**src/verilog/spf_map.svh**
```systemverilog
// register offsets, write masks, reset values and limits for the port policy block
`ifndef SPF_MAP_SVH
`define SPF_MAP_SVH
`define SPF_ADR_CTRL 8'h00
`define SPF_ADR_MAXLEN 8'h04
`define SPF_ADR_HASH 8'h08
`define SPF_ADR_STATUS 8'h0c
`define SPF_ADR_STATS 8'h10
`define SPF_CTRL_RST 32'h0002007c
`define SPF_CTRL_MASK 32'h0003ffff
`define SPF_MAXLEN_RST 14'h05ee
`define SPF_MAXLEN_MIN 14'h05ee
`define SPF_MAXLEN_MAX 14'h2800
`define SPF_HASH_RST 32'h0000001d
`define SPF_HASH_MASK 32'h000000ff
`define SPF_TYPE_MAX 16'h05ff
`define SPF_HDR_FCS 14'h0012
`define SPF_COL_LIMIT 5'h10
`define SPF_ETH_IPV4 16'h0800
`define SPF_PROTO_TCP 8'h06
`define SPF_PROTO_UDP 8'h11
`endif

```
**src/verilog/spf_pkg.sv**
```systemverilog
// types shared by the port policy block
package spf_pkg;
  // speed selection
  typedef enum logic [1:0] {
    SPF_SPD_AUTO = 2'h0,
    SPF_SPD_FIXED = 2'h1,
    SPF_SPD_100FX = 2'h2,
    SPF_SPD_FIXED2 = 2'h3
  } spf_speed_type;
  // receive parser states, gray along idle -> recv -> done
  typedef enum logic [1:0] {
    SPF_RX_IDLE = 2'h0,
    SPF_RX_RECV = 2'h1,
    SPF_RX_DONE = 2'h3
  } spf_rx_state_type;
  // control register layout
  typedef struct packed {
    logic [13:0] rsvd;
    logic len_check;
    logic col_restart;
    logic [7:0] pfc_prio;
    logic pfc_en;
    logic pause_tx;
    logic pause_rx;
    logic [2:0] adv_speed;
    spf_speed_type speed;
  } spf_ctrl_type;
  // trunk hash register layout
  typedef struct packed {
    logic [23:0] rsvd;
    logic [3:0] members;
    logic use_l4;
    logic use_ip;
    logic use_dst;
    logic use_src;
  } spf_hash_type;
  // frame verdict
  typedef struct packed {
    logic pass;
    logic drop_len;
    logic drop_size;
    logic [2:0] member;
  } spf_verdict_type;
endpackage

```
**src/verilog/spf_top.sv**
```systemverilog
// per-port frame policy, pause negotiation, collision policy and trunk hash
//
// Chosen here: the register offsets and the Wishbone register port.
`timescale 1ns/1ps
`include "spf_map.svh"
module spf_top
  import spf_pkg::*;
(
  // clock and reset
  input wire logic clk_i,
  input wire logic rst_i,
  // wishbone slave
  input wire logic wb_cyc_i,
  input wire logic wb_stb_i,
  input wire logic wb_we_i,
  input wire logic [7:0] wb_adr_i,
  input wire logic [3:0] wb_sel_i,
  input wire logic [31:0] wb_dat_i,
  output logic [31:0] wb_dat_o,
  output logic wb_ack_o,
  // auto-negotiation
  input wire logic an_done_i,
  input wire logic an_partner_pause_i,
  input wire logic an_partner_asym_i,
  output logic [2:0] an_adv_speed_o,
  output logic [1:0] an_adv_pause_o,
  // flow control
  input wire logic [7:0] pfc_congest_i,
  output logic [7:0] pfc_pause_o,
  output logic pause_obey_o,
  output logic pause_gen_o,
  // transmit collisions
  input wire logic tx_start_i,
  input wire logic tx_collision_i,
  output logic tx_abort_o,
  output logic tx_backoff_restart_o,
  // receive byte stream
  input wire logic rx_valid_i,
  input wire logic rx_sof_i,
  input wire logic rx_eof_i,
  input wire logic [7:0] rx_data_i,
  // frame verdict
  output logic rx_done_o,
  output logic rx_pass_o,
  output logic rx_drop_o,
  output logic [2:0] egress_member_o
);
  spf_ctrl_type ctrl_reg; // control register
  spf_hash_type hash_reg; // trunk hash register
  logic [13:0] maxlen_reg; // frame length limit
  logic [15:0] size_drops_reg; // oversize drop count
  logic [15:0] col_drops_reg; // excessive collision discard count
  logic ack_reg; // bus acknowledge
  logic [31:0] rdat_reg; // read data
  logic [31:0] wmask; // byte lane write mask
  logic wr_ctrl, wr_maxlen, wr_hash; // write strobes at ack edge
  logic [31:0] ctrl_next, hash_next, len_next; // merged write values
  logic neg_rx_reg, neg_tx_reg; // last negotiation outcome
  logic cur_rx, cur_tx; // active pause state
  logic [4:0] col_cnt_reg; // collisions of current frame
  logic abort_reg, restart_reg; // collision pulses
  spf_rx_state_type rx_state_reg; // receive parser state
  logic [13:0] byte_cnt_reg; // bytes received incl fcs
  logic [15:0] typelen_reg; // type/length field
  logic [7:0] proto_reg; // ip protocol byte
  logic [7:0] acc_src_reg, acc_dst_reg, acc_ip_reg, acc_l4_reg; // fold accumulators
  logic [13:0] pos; // position of current byte
  logic [13:0] total; // frame length at end of frame
  logic [13:0] payload; // payload length at end of frame
  logic is_ip, is_l4; // header kinds
  logic oversize, len_bad; // drop causes
  logic [7:0] hash_val; // folded hash
  logic [3:0] mem_cnt; // active member count, at least one
  logic [7:0] hash_mod; // hash modulo members
  spf_verdict_type verdict_reg; // registered verdict
  // classic wishbone request
  wire bus_req = wb_cyc_i & wb_stb_i;
  // byte lane mask from sel
  assign wmask = {{8{wb_sel_i[3]}}, {8{wb_sel_i[2]}}, {8{wb_sel_i[1]}}, {8{wb_sel_i[0]}}};
  // write takes effect on the edge where ack is high
  assign wr_ctrl = bus_req & wb_we_i & ack_reg & (wb_adr_i == `SPF_ADR_CTRL);
  assign wr_maxlen = bus_req & wb_we_i & ack_reg & (wb_adr_i == `SPF_ADR_MAXLEN);
  assign wr_hash = bus_req & wb_we_i & ack_reg & (wb_adr_i == `SPF_ADR_HASH);
  assign ctrl_next = (((ctrl_reg & ~wmask) | (wb_dat_i & wmask)) & `SPF_CTRL_MASK);
  assign hash_next = (((hash_reg & ~wmask) | (wb_dat_i & wmask)) & `SPF_HASH_MASK);
  assign len_next = ({18'h0, maxlen_reg} & ~wmask) | (wb_dat_i & wmask);
  // ack one cycle after request, dropped the cycle after
  always_ff @(posedge clk_i) begin
    if (rst_i) begin
      ack_reg <= 1'b0;
    end else begin
      ack_reg <= bus_req & ~ack_reg;
    end
  end
  assign wb_ack_o = ack_reg;
  // read data captured with ack, unmapped reads zero
  always_ff @(posedge clk_i) begin
    if (rst_i) begin
      rdat_reg <= 32'h0;
    end else if (bus_req & ~ack_reg) begin
      case (wb_adr_i)
        `SPF_ADR_CTRL: rdat_reg <= ctrl_reg;
        `SPF_ADR_MAXLEN: rdat_reg <= {18'h0, maxlen_reg};
        `SPF_ADR_HASH: rdat_reg <= hash_reg;
        `SPF_ADR_STATUS: rdat_reg <= {24'h0, col_cnt_reg, ctrl_reg.pfc_en, cur_tx, cur_rx};
        `SPF_ADR_STATS: rdat_reg <= {col_drops_reg, size_drops_reg};
        default: rdat_reg <= 32'h0;
      endcase
    end
  end
  assign wb_dat_o = rdat_reg;
  // control and hash registers
  always_ff @(posedge clk_i) begin
    if (rst_i) begin
      ctrl_reg <= `SPF_CTRL_RST;
      hash_reg <= `SPF_HASH_RST;
    end else begin
      if (wr_ctrl) begin
        ctrl_reg <= ctrl_next;
      end
      if (wr_hash) begin
        hash_reg <= hash_next;
      end
    end
  end
  // length limit, clamped into its legal range
  always_ff @(posedge clk_i) begin
    if (rst_i) begin
      maxlen_reg <= `SPF_MAXLEN_RST;
    end else if (wr_maxlen) begin
      if (len_next[31:14] != 18'h0 || len_next[13:0] > `SPF_MAXLEN_MAX) begin
        maxlen_reg <= `SPF_MAXLEN_MAX;
      end else if (len_next[13:0] < `SPF_MAXLEN_MIN) begin
        maxlen_reg <= `SPF_MAXLEN_MIN;
      end else begin
        maxlen_reg <= len_next[13:0];
      end
    end
  end
  // advertisement: masked speeds in auto mode, nothing in the fixed and fibre modes
  always_comb begin
    if (ctrl_reg.speed == SPF_SPD_AUTO) begin
      an_adv_speed_o = ctrl_reg.adv_speed;
      an_adv_pause_o = {ctrl_reg.pause_tx, ctrl_reg.pause_rx};
    end else begin
      an_adv_speed_o = 3'h0;
      an_adv_pause_o = 2'h0;
    end
  end
  // latch the outcome of each completed negotiation
  always_ff @(posedge clk_i) begin
    if (rst_i) begin
      neg_rx_reg <= 1'b0;
      neg_tx_reg <= 1'b0;
    end else if (an_done_i) begin
      neg_rx_reg <= ctrl_reg.pause_rx & an_partner_pause_i;
      neg_tx_reg <= ctrl_reg.pause_tx & (an_partner_pause_i | an_partner_asym_i);
    end
  end
  // active pause state per speed mode
  always_comb begin
    case (ctrl_reg.speed)
      SPF_SPD_AUTO: begin
        cur_rx = neg_rx_reg;
        cur_tx = neg_tx_reg;
      end
      SPF_SPD_100FX: begin
        cur_rx = 1'b0;
        cur_tx = 1'b0;
      end
      default: begin
        cur_rx = ctrl_reg.pause_rx;
        cur_tx = ctrl_reg.pause_tx;
      end
    endcase
  end
  // pfc excludes ordinary pause; pfc never depends on negotiation
  assign pause_obey_o = cur_rx & ~ctrl_reg.pfc_en;
  assign pause_gen_o = cur_tx & ~ctrl_reg.pfc_en;
  assign pfc_pause_o = ctrl_reg.pfc_en ? (pfc_congest_i & ctrl_reg.pfc_prio) : 8'h0;
  // collision counting and excessive collision policy
  always_ff @(posedge clk_i) begin
    if (rst_i) begin
      col_cnt_reg <= 5'h0;
      abort_reg <= 1'b0;
      restart_reg <= 1'b0;
    end else begin
      abort_reg <= 1'b0;
      restart_reg <= 1'b0;
      if (tx_start_i) begin
        col_cnt_reg <= 5'h0;
      end else if (tx_collision_i) begin
        if (col_cnt_reg + 5'h1 == `SPF_COL_LIMIT) begin
          col_cnt_reg <= 5'h0;
          abort_reg <= ~ctrl_reg.col_restart;
          restart_reg <= ctrl_reg.col_restart;
        end else begin
          col_cnt_reg <= col_cnt_reg + 5'h1;
        end
      end
    end
  end
  assign tx_abort_o = abort_reg;
  assign tx_backoff_restart_o = restart_reg;
  // receive parser state; a start of frame restarts it from any state
  always_ff @(posedge clk_i) begin
    if (rst_i) begin
      rx_state_reg <= SPF_RX_IDLE;
    end else if (rx_valid_i & rx_sof_i) begin
      rx_state_reg <= rx_eof_i ? SPF_RX_DONE : SPF_RX_RECV;
    end else begin
      case (rx_state_reg)
        SPF_RX_RECV: begin
          if (rx_valid_i & rx_eof_i) begin
            rx_state_reg <= SPF_RX_DONE;
          end
        end
        SPF_RX_DONE: rx_state_reg <= SPF_RX_IDLE;
        default: rx_state_reg <= SPF_RX_IDLE;
      endcase
    end
  end
  // byte position, restarted by start of frame
  assign pos = rx_sof_i ? 14'h0 : byte_cnt_reg;
  wire rx_take = rx_valid_i & (rx_sof_i | (rx_state_reg == SPF_RX_RECV));
  assign is_ip = (typelen_reg == `SPF_ETH_IPV4);
  assign is_l4 = is_ip & ((proto_reg == `SPF_PROTO_TCP) | (proto_reg == `SPF_PROTO_UDP));
  // header capture and xor folding per contributor
  always_ff @(posedge clk_i) begin
    if (rst_i) begin
      byte_cnt_reg <= 14'h0;
      typelen_reg <= 16'h0;
      proto_reg <= 8'h0;
      acc_src_reg <= 8'h0;
      acc_dst_reg <= 8'h0;
      acc_ip_reg <= 8'h0;
      acc_l4_reg <= 8'h0;
    end else if (rx_take) begin
      if (byte_cnt_reg != 14'h3fff || rx_sof_i) begin
        byte_cnt_reg <= pos + 14'h1;
      end
      if (rx_sof_i) begin
        acc_dst_reg <= rx_data_i;
        acc_src_reg <= 8'h0;
        acc_ip_reg <= 8'h0;
        acc_l4_reg <= 8'h0;
        typelen_reg <= 16'h0;
        proto_reg <= 8'h0;
      end else if (pos < 14'd6) begin
        acc_dst_reg <= acc_dst_reg ^ rx_data_i;
      end else if (pos < 14'd12) begin
        acc_src_reg <= acc_src_reg ^ rx_data_i;
      end else if (pos < 14'd14) begin
        typelen_reg <= {typelen_reg[7:0], rx_data_i};
      end else if (pos == 14'd23) begin
        proto_reg <= rx_data_i;
      end else if (pos >= 14'd26 && pos < 14'd34 && is_ip) begin
        acc_ip_reg <= acc_ip_reg ^ rx_data_i;
      end else if (pos >= 14'd34 && pos < 14'd38 && is_l4) begin
        acc_l4_reg <= acc_l4_reg ^ rx_data_i;
      end
    end
  end
  // frame length at end of frame, counting fcs
  assign total = pos + 14'h1;
  assign payload = (total > `SPF_HDR_FCS) ? (total - `SPF_HDR_FCS) : 14'h0;
  assign oversize = total > maxlen_reg;
  // small type field is a length; compare it with the payload
  assign len_bad = ctrl_reg.len_check & (typelen_reg <= `SPF_TYPE_MAX) &
                   ({2'h0, payload} != typelen_reg);
  // enabled contributors folded, then reduced over active members
  assign hash_val = (hash_reg.use_src ? acc_src_reg : 8'h0) ^
                    (hash_reg.use_dst ? acc_dst_reg : 8'h0) ^
                    (hash_reg.use_ip ? acc_ip_reg : 8'h0) ^
                    (hash_reg.use_l4 ? acc_l4_reg : 8'h0);
  assign mem_cnt = (hash_reg.members == 4'h0) ? 4'h1 :
                   ((hash_reg.members > 4'h8) ? 4'h8 : hash_reg.members);
  assign hash_mod = hash_val % {4'h0, mem_cnt};
  // verdict at end of frame; last header byte arrives before end
  wire rx_end = rx_take & rx_eof_i;
  always_ff @(posedge clk_i) begin
    if (rst_i) begin
      verdict_reg <= '0;
    end else if (rx_end) begin
      verdict_reg.drop_size <= oversize;
      verdict_reg.drop_len <= ~oversize & len_bad;
      verdict_reg.pass <= ~oversize & ~len_bad;
      verdict_reg.member <= hash_mod[2:0];
    end
  end
  // completion pulse one cycle after end of frame
  logic done_reg;
  always_ff @(posedge clk_i) begin
    if (rst_i) begin
      done_reg <= 1'b0;
    end else begin
      done_reg <= rx_end;
    end
  end
  assign rx_done_o = done_reg;
  assign rx_pass_o = done_reg & verdict_reg.pass;
  assign rx_drop_o = done_reg & ~verdict_reg.pass;
  assign egress_member_o = verdict_reg.member;
  // statistics: oversize and collision discards only
  always_ff @(posedge clk_i) begin
    if (rst_i) begin
      size_drops_reg <= 16'h0;
      col_drops_reg <= 16'h0;
    end else begin
      if (done_reg & verdict_reg.drop_size) begin
        size_drops_reg <= size_drops_reg + 16'h1;
      end
      if (abort_reg) begin
        col_drops_reg <= col_drops_reg + 16'h1;
      end
    end
  end
  // checks
  chk_ack_one_cycle: assert property (@(posedge clk_i) disable iff (rst_i)
    wb_ack_o |=> !wb_ack_o) else $error("ack held two cycles");
  chk_fx_no_pause: assert property (@(posedge clk_i) disable iff (rst_i)
    (ctrl_reg.speed == SPF_SPD_100FX) |-> !pause_obey_o && !pause_gen_o && an_adv_pause_o == 2'h0)
    else $error("pause active in fibre mode");
  chk_pfc_excl_pause: assert property (@(posedge clk_i) disable iff (rst_i)
    (pfc_pause_o != 8'h0) |-> !pause_obey_o && !pause_gen_o) else $error("pfc with pause");
  chk_pfc_masked: assert property (@(posedge clk_i) disable iff (rst_i)
    (pfc_pause_o & ~ctrl_reg.pfc_prio) == 8'h0) else $error("pfc outside mask");
  chk_adv_mask: assert property (@(posedge clk_i) disable iff (rst_i)
    (an_adv_speed_o & ~ctrl_reg.adv_speed) == 3'h0) else $error("unmasked speed");
  chk_col_discard: assert property (@(posedge clk_i) disable iff (rst_i)
    tx_abort_o |-> $past(tx_collision_i) && $past(col_cnt_reg) == 5'hf &&
    !$past(ctrl_reg.col_restart))
    else $error("abort not at sixteenth collision");
  chk_col_restart: assert property (@(posedge clk_i) disable iff (rst_i)
    tx_backoff_restart_o |-> $past(ctrl_reg.col_restart) && $past(col_cnt_reg) == 5'hf)
    else $error("restart not at sixteenth collision");
  chk_len_uncounted: assert property (@(posedge clk_i) disable iff (rst_i)
    (done_reg && verdict_reg.drop_len) |=> $stable(size_drops_reg))
    else $error("length drop counted");
  chk_maxlen_range: assert property (@(posedge clk_i) disable iff (rst_i)
    maxlen_reg >= `SPF_MAXLEN_MIN && maxlen_reg <= `SPF_MAXLEN_MAX)
    else $error("limit out of range");
  chk_member_range: assert property (@(posedge clk_i) disable iff (rst_i)
    rx_done_o |-> {1'b0, egress_member_o} < mem_cnt) else $error("member out of range");
  chk_done_follows: assert property (@(posedge clk_i) disable iff (rst_i)
    rx_end |=> rx_done_o && (rx_pass_o ^ rx_drop_o)) else $error("no verdict after end");
endmodule

```
**config.mk**
```make
export PLATFORM = sky130hd
export DESIGN_NAME = spf_top
export DESIGN_NICKNAME = d
export VERILOG_FILES = /design/src/verilog/spf_pkg.sv /design/src/verilog/spf_top.sv
export VERILOG_INCLUDE_DIRS = /design/src /design/src/verilog
export SDC_FILE = /design/constraint.sdc
export NUM_CORES = 1
export LEC_CHECK = 0
export BUFFER_PORTS_ARGS = -buffer_cell sky130_fd_sc_hd__buf_2
export CAP_MARGIN = 5
export CORE_ASPECT_RATIO = 1.25
export CORE_UTILIZATION = 60
export CTS_CLUSTER_SIZE = 20
export DETAILED_ROUTE_END_ITERATION = 16
export PLACE_DENSITY_LB_ADDON = 0.2
export SETUP_SLACK_MARGIN = 0.1
export SYNTH_ARGS = -nofsm -noshare
export SYNTH_HDL_FRONTEND = slang
export SYNTH_SLANG_ARGS = --single-unit
```
**constraint.sdc**
```tcl
create_clock -name clk_i -period 15.4 [get_ports clk_i]
set_input_delay 2.31 -clock clk_i [delete_from_list [all_inputs] [get_ports clk_i]]
set_output_delay 2.31 -clock clk_i [all_outputs]
set_load 0.02 [all_outputs]
```
==> impl_table.tex <==
\begin{tabular}{lr}
\hline
Metric & Value \\
\hline
\multicolumn{2}{l}{\textbf{Drt}} \\
Number of DRC markers in iteration 0 & 837 \\
Wire length reported by the detailed router & 30.3 mm \\
Number of iterations in the first detailed-routing pass & 6 \\
Post-detailed-route DRC marker count & 0 \\
WL per Instance & 17.0 µm \\
Vias after detailed routing & 10,700 \\
Remaining number of nets flagged by the antenna check after routing & 0 \\
Via density per instance & 6.02 \\
\multicolumn{2}{l}{\textbf{Worst hold path}} \\
Min-delay worst type & flop to flop \\
Worst hold path stage count & 2 \\
Terminating pin of the worst hold path & wb\_dat\_o[26] \\
Startpoint of the most critical hold path & wb\_dat\_o[26] \\
\multicolumn{2}{l}{\textbf{Setup path}} \\
Critical path class & flop to flop \\
Most repeated library cell on the critical path & sky130\_fd\_sc\_hd\_\_ha\_1 \\
Maximum fanout along the worst path & 10 \\
Delay of the slowest critical-path stage & 0.79 ns \\
Type of element launching the critical path & flop \\
Depth of the worst register-to-register path & 50 \\
Arrival time worst endpoint & 12.84 ns \\
Nature of the critical path endpoint & flop \\
Required arrival time at the worst endpoint & 15.77 ns \\
Reg2Reg Capture Point & egress\_member\_o[1] \\
Cell with the biggest individual delay on the critical path & sky130\_fd\_sc\_hd\_\_nor4bb\_1 \\
R2R Setup Slk & 2.93 ns \\
\multicolumn{2}{l}{\textbf{Timing}} \\
Hold Vio Cnt, Final & 0 \\
Slew @ Worst Pin & 1.10 ns \\
Highest attainable clock frequency & 80.2 MHz \\
Setup TNS Final & 0 ns \\
Post-route worst setup slack & 2.93 ns \\
Final Setup Violations & 0 \\
Remaining max-slew budget at the tightest pin & 26.3\% \\
Unrepaired setup endpoints after global routing & false \\
Max Clock Skew & 0.0110 ns \\
Worst hold margin & 0.449 ns \\
Crit path time final & 12.47 ns \\
Max-slew violation count & 0 \\
Share of the cycle needed by the critical path after routing & 81.0\% \\
\multicolumn{2}{l}{\textbf{Clock tree}} \\
Number of gates resized after CTS & 0 \\
CTS HTree Levels & 4 \\
Maximum clock path buffer count & 2 \\
CTS Root Cell & sky130\_fd\_sc\_hd\_\_clkbuf\_16 \\
Clock transition at the register clock pins on the worst setup and hold paths after CTS & 0.08 ns \\
CTS Buf Count & 17 \\
Post-CTS setup buffer count & 0 \\
Count of hold buffers inserted by post-cts repair & 0 \\
Clock latency of the later-clocked register in the worst-skew pair & 0.44 ns \\
Clock tree from TritonCTS & built \\
Clock tree sinks & 192 \\
\multicolumn{2}{l}{\textbf{Global routing}} \\
Vias in the first global route & 10,100 \\
Overall fraction of global-route tracks in use & 31.0\% \\
Global-route wire length before repair & 49.7 mm \\
Total global routing overflow & 0 \\
Antenna violations before repair & 0 \\
Largest net degree at the start of global routing & 94 \\
\multicolumn{2}{l}{\textbf{Logic synthesis}} \\
\#FFs+latches synth & 192 \\
Sequential element share of the synthesized area & 33.2\% \\
Flip-flop cell with the highest count after synthesis & sky130\_fd\_sc\_hd\_\_dfxtp\_1 \\
Post-synthesis average cell area & 7.96 µm² \\
Post-synth EDFFs & 0 \\
Cell variety after synth & 87 \\
Post-Synthesis Net Count & 1,577 \\
Number of warnings printed during yosys synthesis & 0 \\
Number of instances in the synthesized netlist & 1,456 \\
Post-synthesis async set-or-reset flop share & 0\% \\
Cell Area, Synth & 11,600 µm² \\
\multicolumn{2}{l}{\textbf{Floorplan}} \\
Ports placed on the boundary & 129 \\
Number of rows created at floorplan & 56 \\
Height of the chip & 157 µm \\
Initial cell density of the core & 61.5\% \\
Overall die width & 126 µm \\
DIE AREA & 19,900 µm² \\
Area of the core & 18,800 µm² \\
\multicolumn{2}{l}{\textbf{Power and ir drop}} \\
Max IR drop VDD & 0.167 mV \\
Power density over the cells & 150 nW/µm² \\
Sum of internal, switching and leakage power & 1.92 mW \\
Total leakage power & 5.24 nW \\
\multicolumn{2}{l}{\textbf{Placement}} \\
Post-detailed-placement half-perimeter wirelength & 22.3 mm \\
Worst-case setup slack after placement & 3.20 ns \\
DP Area & 12,200 µm² \\
Final GP Congestion & 0.893 \\
PortBufs & 128 \\
\multicolumn{2}{l}{\textbf{Layout}} \\
Diodes inserted & 0 \\
Post-layout instance area & 12,800 µm² \\
Share of layout cells above drive strength 1 & 13.4\% \\
Number of nets at the end of the flow & 1,654 \\
Area delta synth->final & 10.7\% \\
\multicolumn{2}{l}{\textbf{Outcome}} \\
Outcome & complete, no violations \\
\multicolumn{2}{l}{\textbf{Flow run}} \\
Max-capacitance violation count & 0 \\
\hline
\end{tabular}
==> cell type report <==
class | instances | area (µm²)
tap | 232 | 290
inverter | 50 | 188
multi-input combinational | 1138 | 7230
fill | 1619 | 6010
sequential | 192 | 3840
clock inverter | 13 | 154
clock buffer | 19 | 443
timing repair buffer | 134 | 688
==> synth_stat cells (all sizes together), types with 6 or more instances <==
library cell	number	area, µm²
o21ai	48	251
clkbuf	59	223
xor2	68	596
dfxtp	192	3840
mux4	6	135
buf	17	114
xnor2	46	403
a22oi	9	67.6
nand3	55	293
nor2b	17	106
a222oi	6	60.1
or2	9	56.3
nor4	27	175
or3	12	90.1
a211o	6	52.6
mux2i	47	470
inv	50	188
nand3b	17	128
nor3	40	221
a21o	7	52.6
a211oi	12	95.1
ha	47	588
nand4	15	93.8
o211ai	8	60.1
nand2b	13	81.3
o21a	15	113
nor2	188	706
and3	23	149
nand2	203	767
and2	14	87.6
a21oi	97	500
a221o	10	100
==> layer usage <==
layer	track usage [%]	wire [µm]
met3	4.86	1690
met2	54.9	14900
met5	0	0
met4	11.8	828
met1	37.7	12900
==> critical path, delay by kind of cell, from the launching register on <==
family	cells	cell delay, ns
fa+ha+maj	8	2.51
xor+xnor	2	0.67
flops	1	0.53
compound gates	26	5.63
buf+inv	2	0.23
mux	3	0.92
simple gates	9	1.90
==> through the flow <==
step | utilization (%) | cells
after floorplan | - | 1456
after detailed placement | 64.9 | 1746
after global placement | 64.9 | 1746
after global routing | 68.1 | 1778
after CTS | 68.1 | 1778
final | 68.1 | 1778
==> worst max path at each step <==
stage,to,depth (start not counted)
4_1_cts,egress_member_o[1],50
2_1_floorplan,egress_member_o[1],51
6_report,egress_member_o[1],50
3_5_place_dp,egress_member_o[1],50
3_3_place_gp,egress_member_o[1],50
5_1_grt,egress_member_o[1],49
==> power by group <==
group	switching, mW	internal (mW)
Clock	0.206	0.247
Sequential	0.00845	0.505
Combinational	0.546	0.409
==> cell families (layout without fill, tap and decap cells) <==
logic type	after synthesis	after routing	share of synthesized area, %
buf+inv	126	216	4.52
flops	192	192	33.2
simple gates	657	657	27.5
xor+xnor	114	114	8.61
mux	56	56	5.52
compound gates	263	263	15.4
fa+ha+maj	48	48	5.25
==> cell usage in the layout (no fill, tap or decap), drive strengths merged, types with 6 or more instances in the layout <==
cell type    n
o21a        15
xor2        68
mux4         6
o21ai       48
nor4        27
a22oi        9
and2        14
nand2b      13
xnor2       46
a221o       10
nand2      203
a222oi       6
ha          47
nor3        40
or3         12
nand3       55
buf        134
and3        23
nor2       188
nand4       15
nor2b       17
or2          9
a211o        6
mux2i       47
nand3b      17
dfxtp      192
inv         54
a21o         7
a21oi       97
a211oi      12
clkbuf      19
o211ai       8
Note: power is estimated with default switching activity, not from simulation.
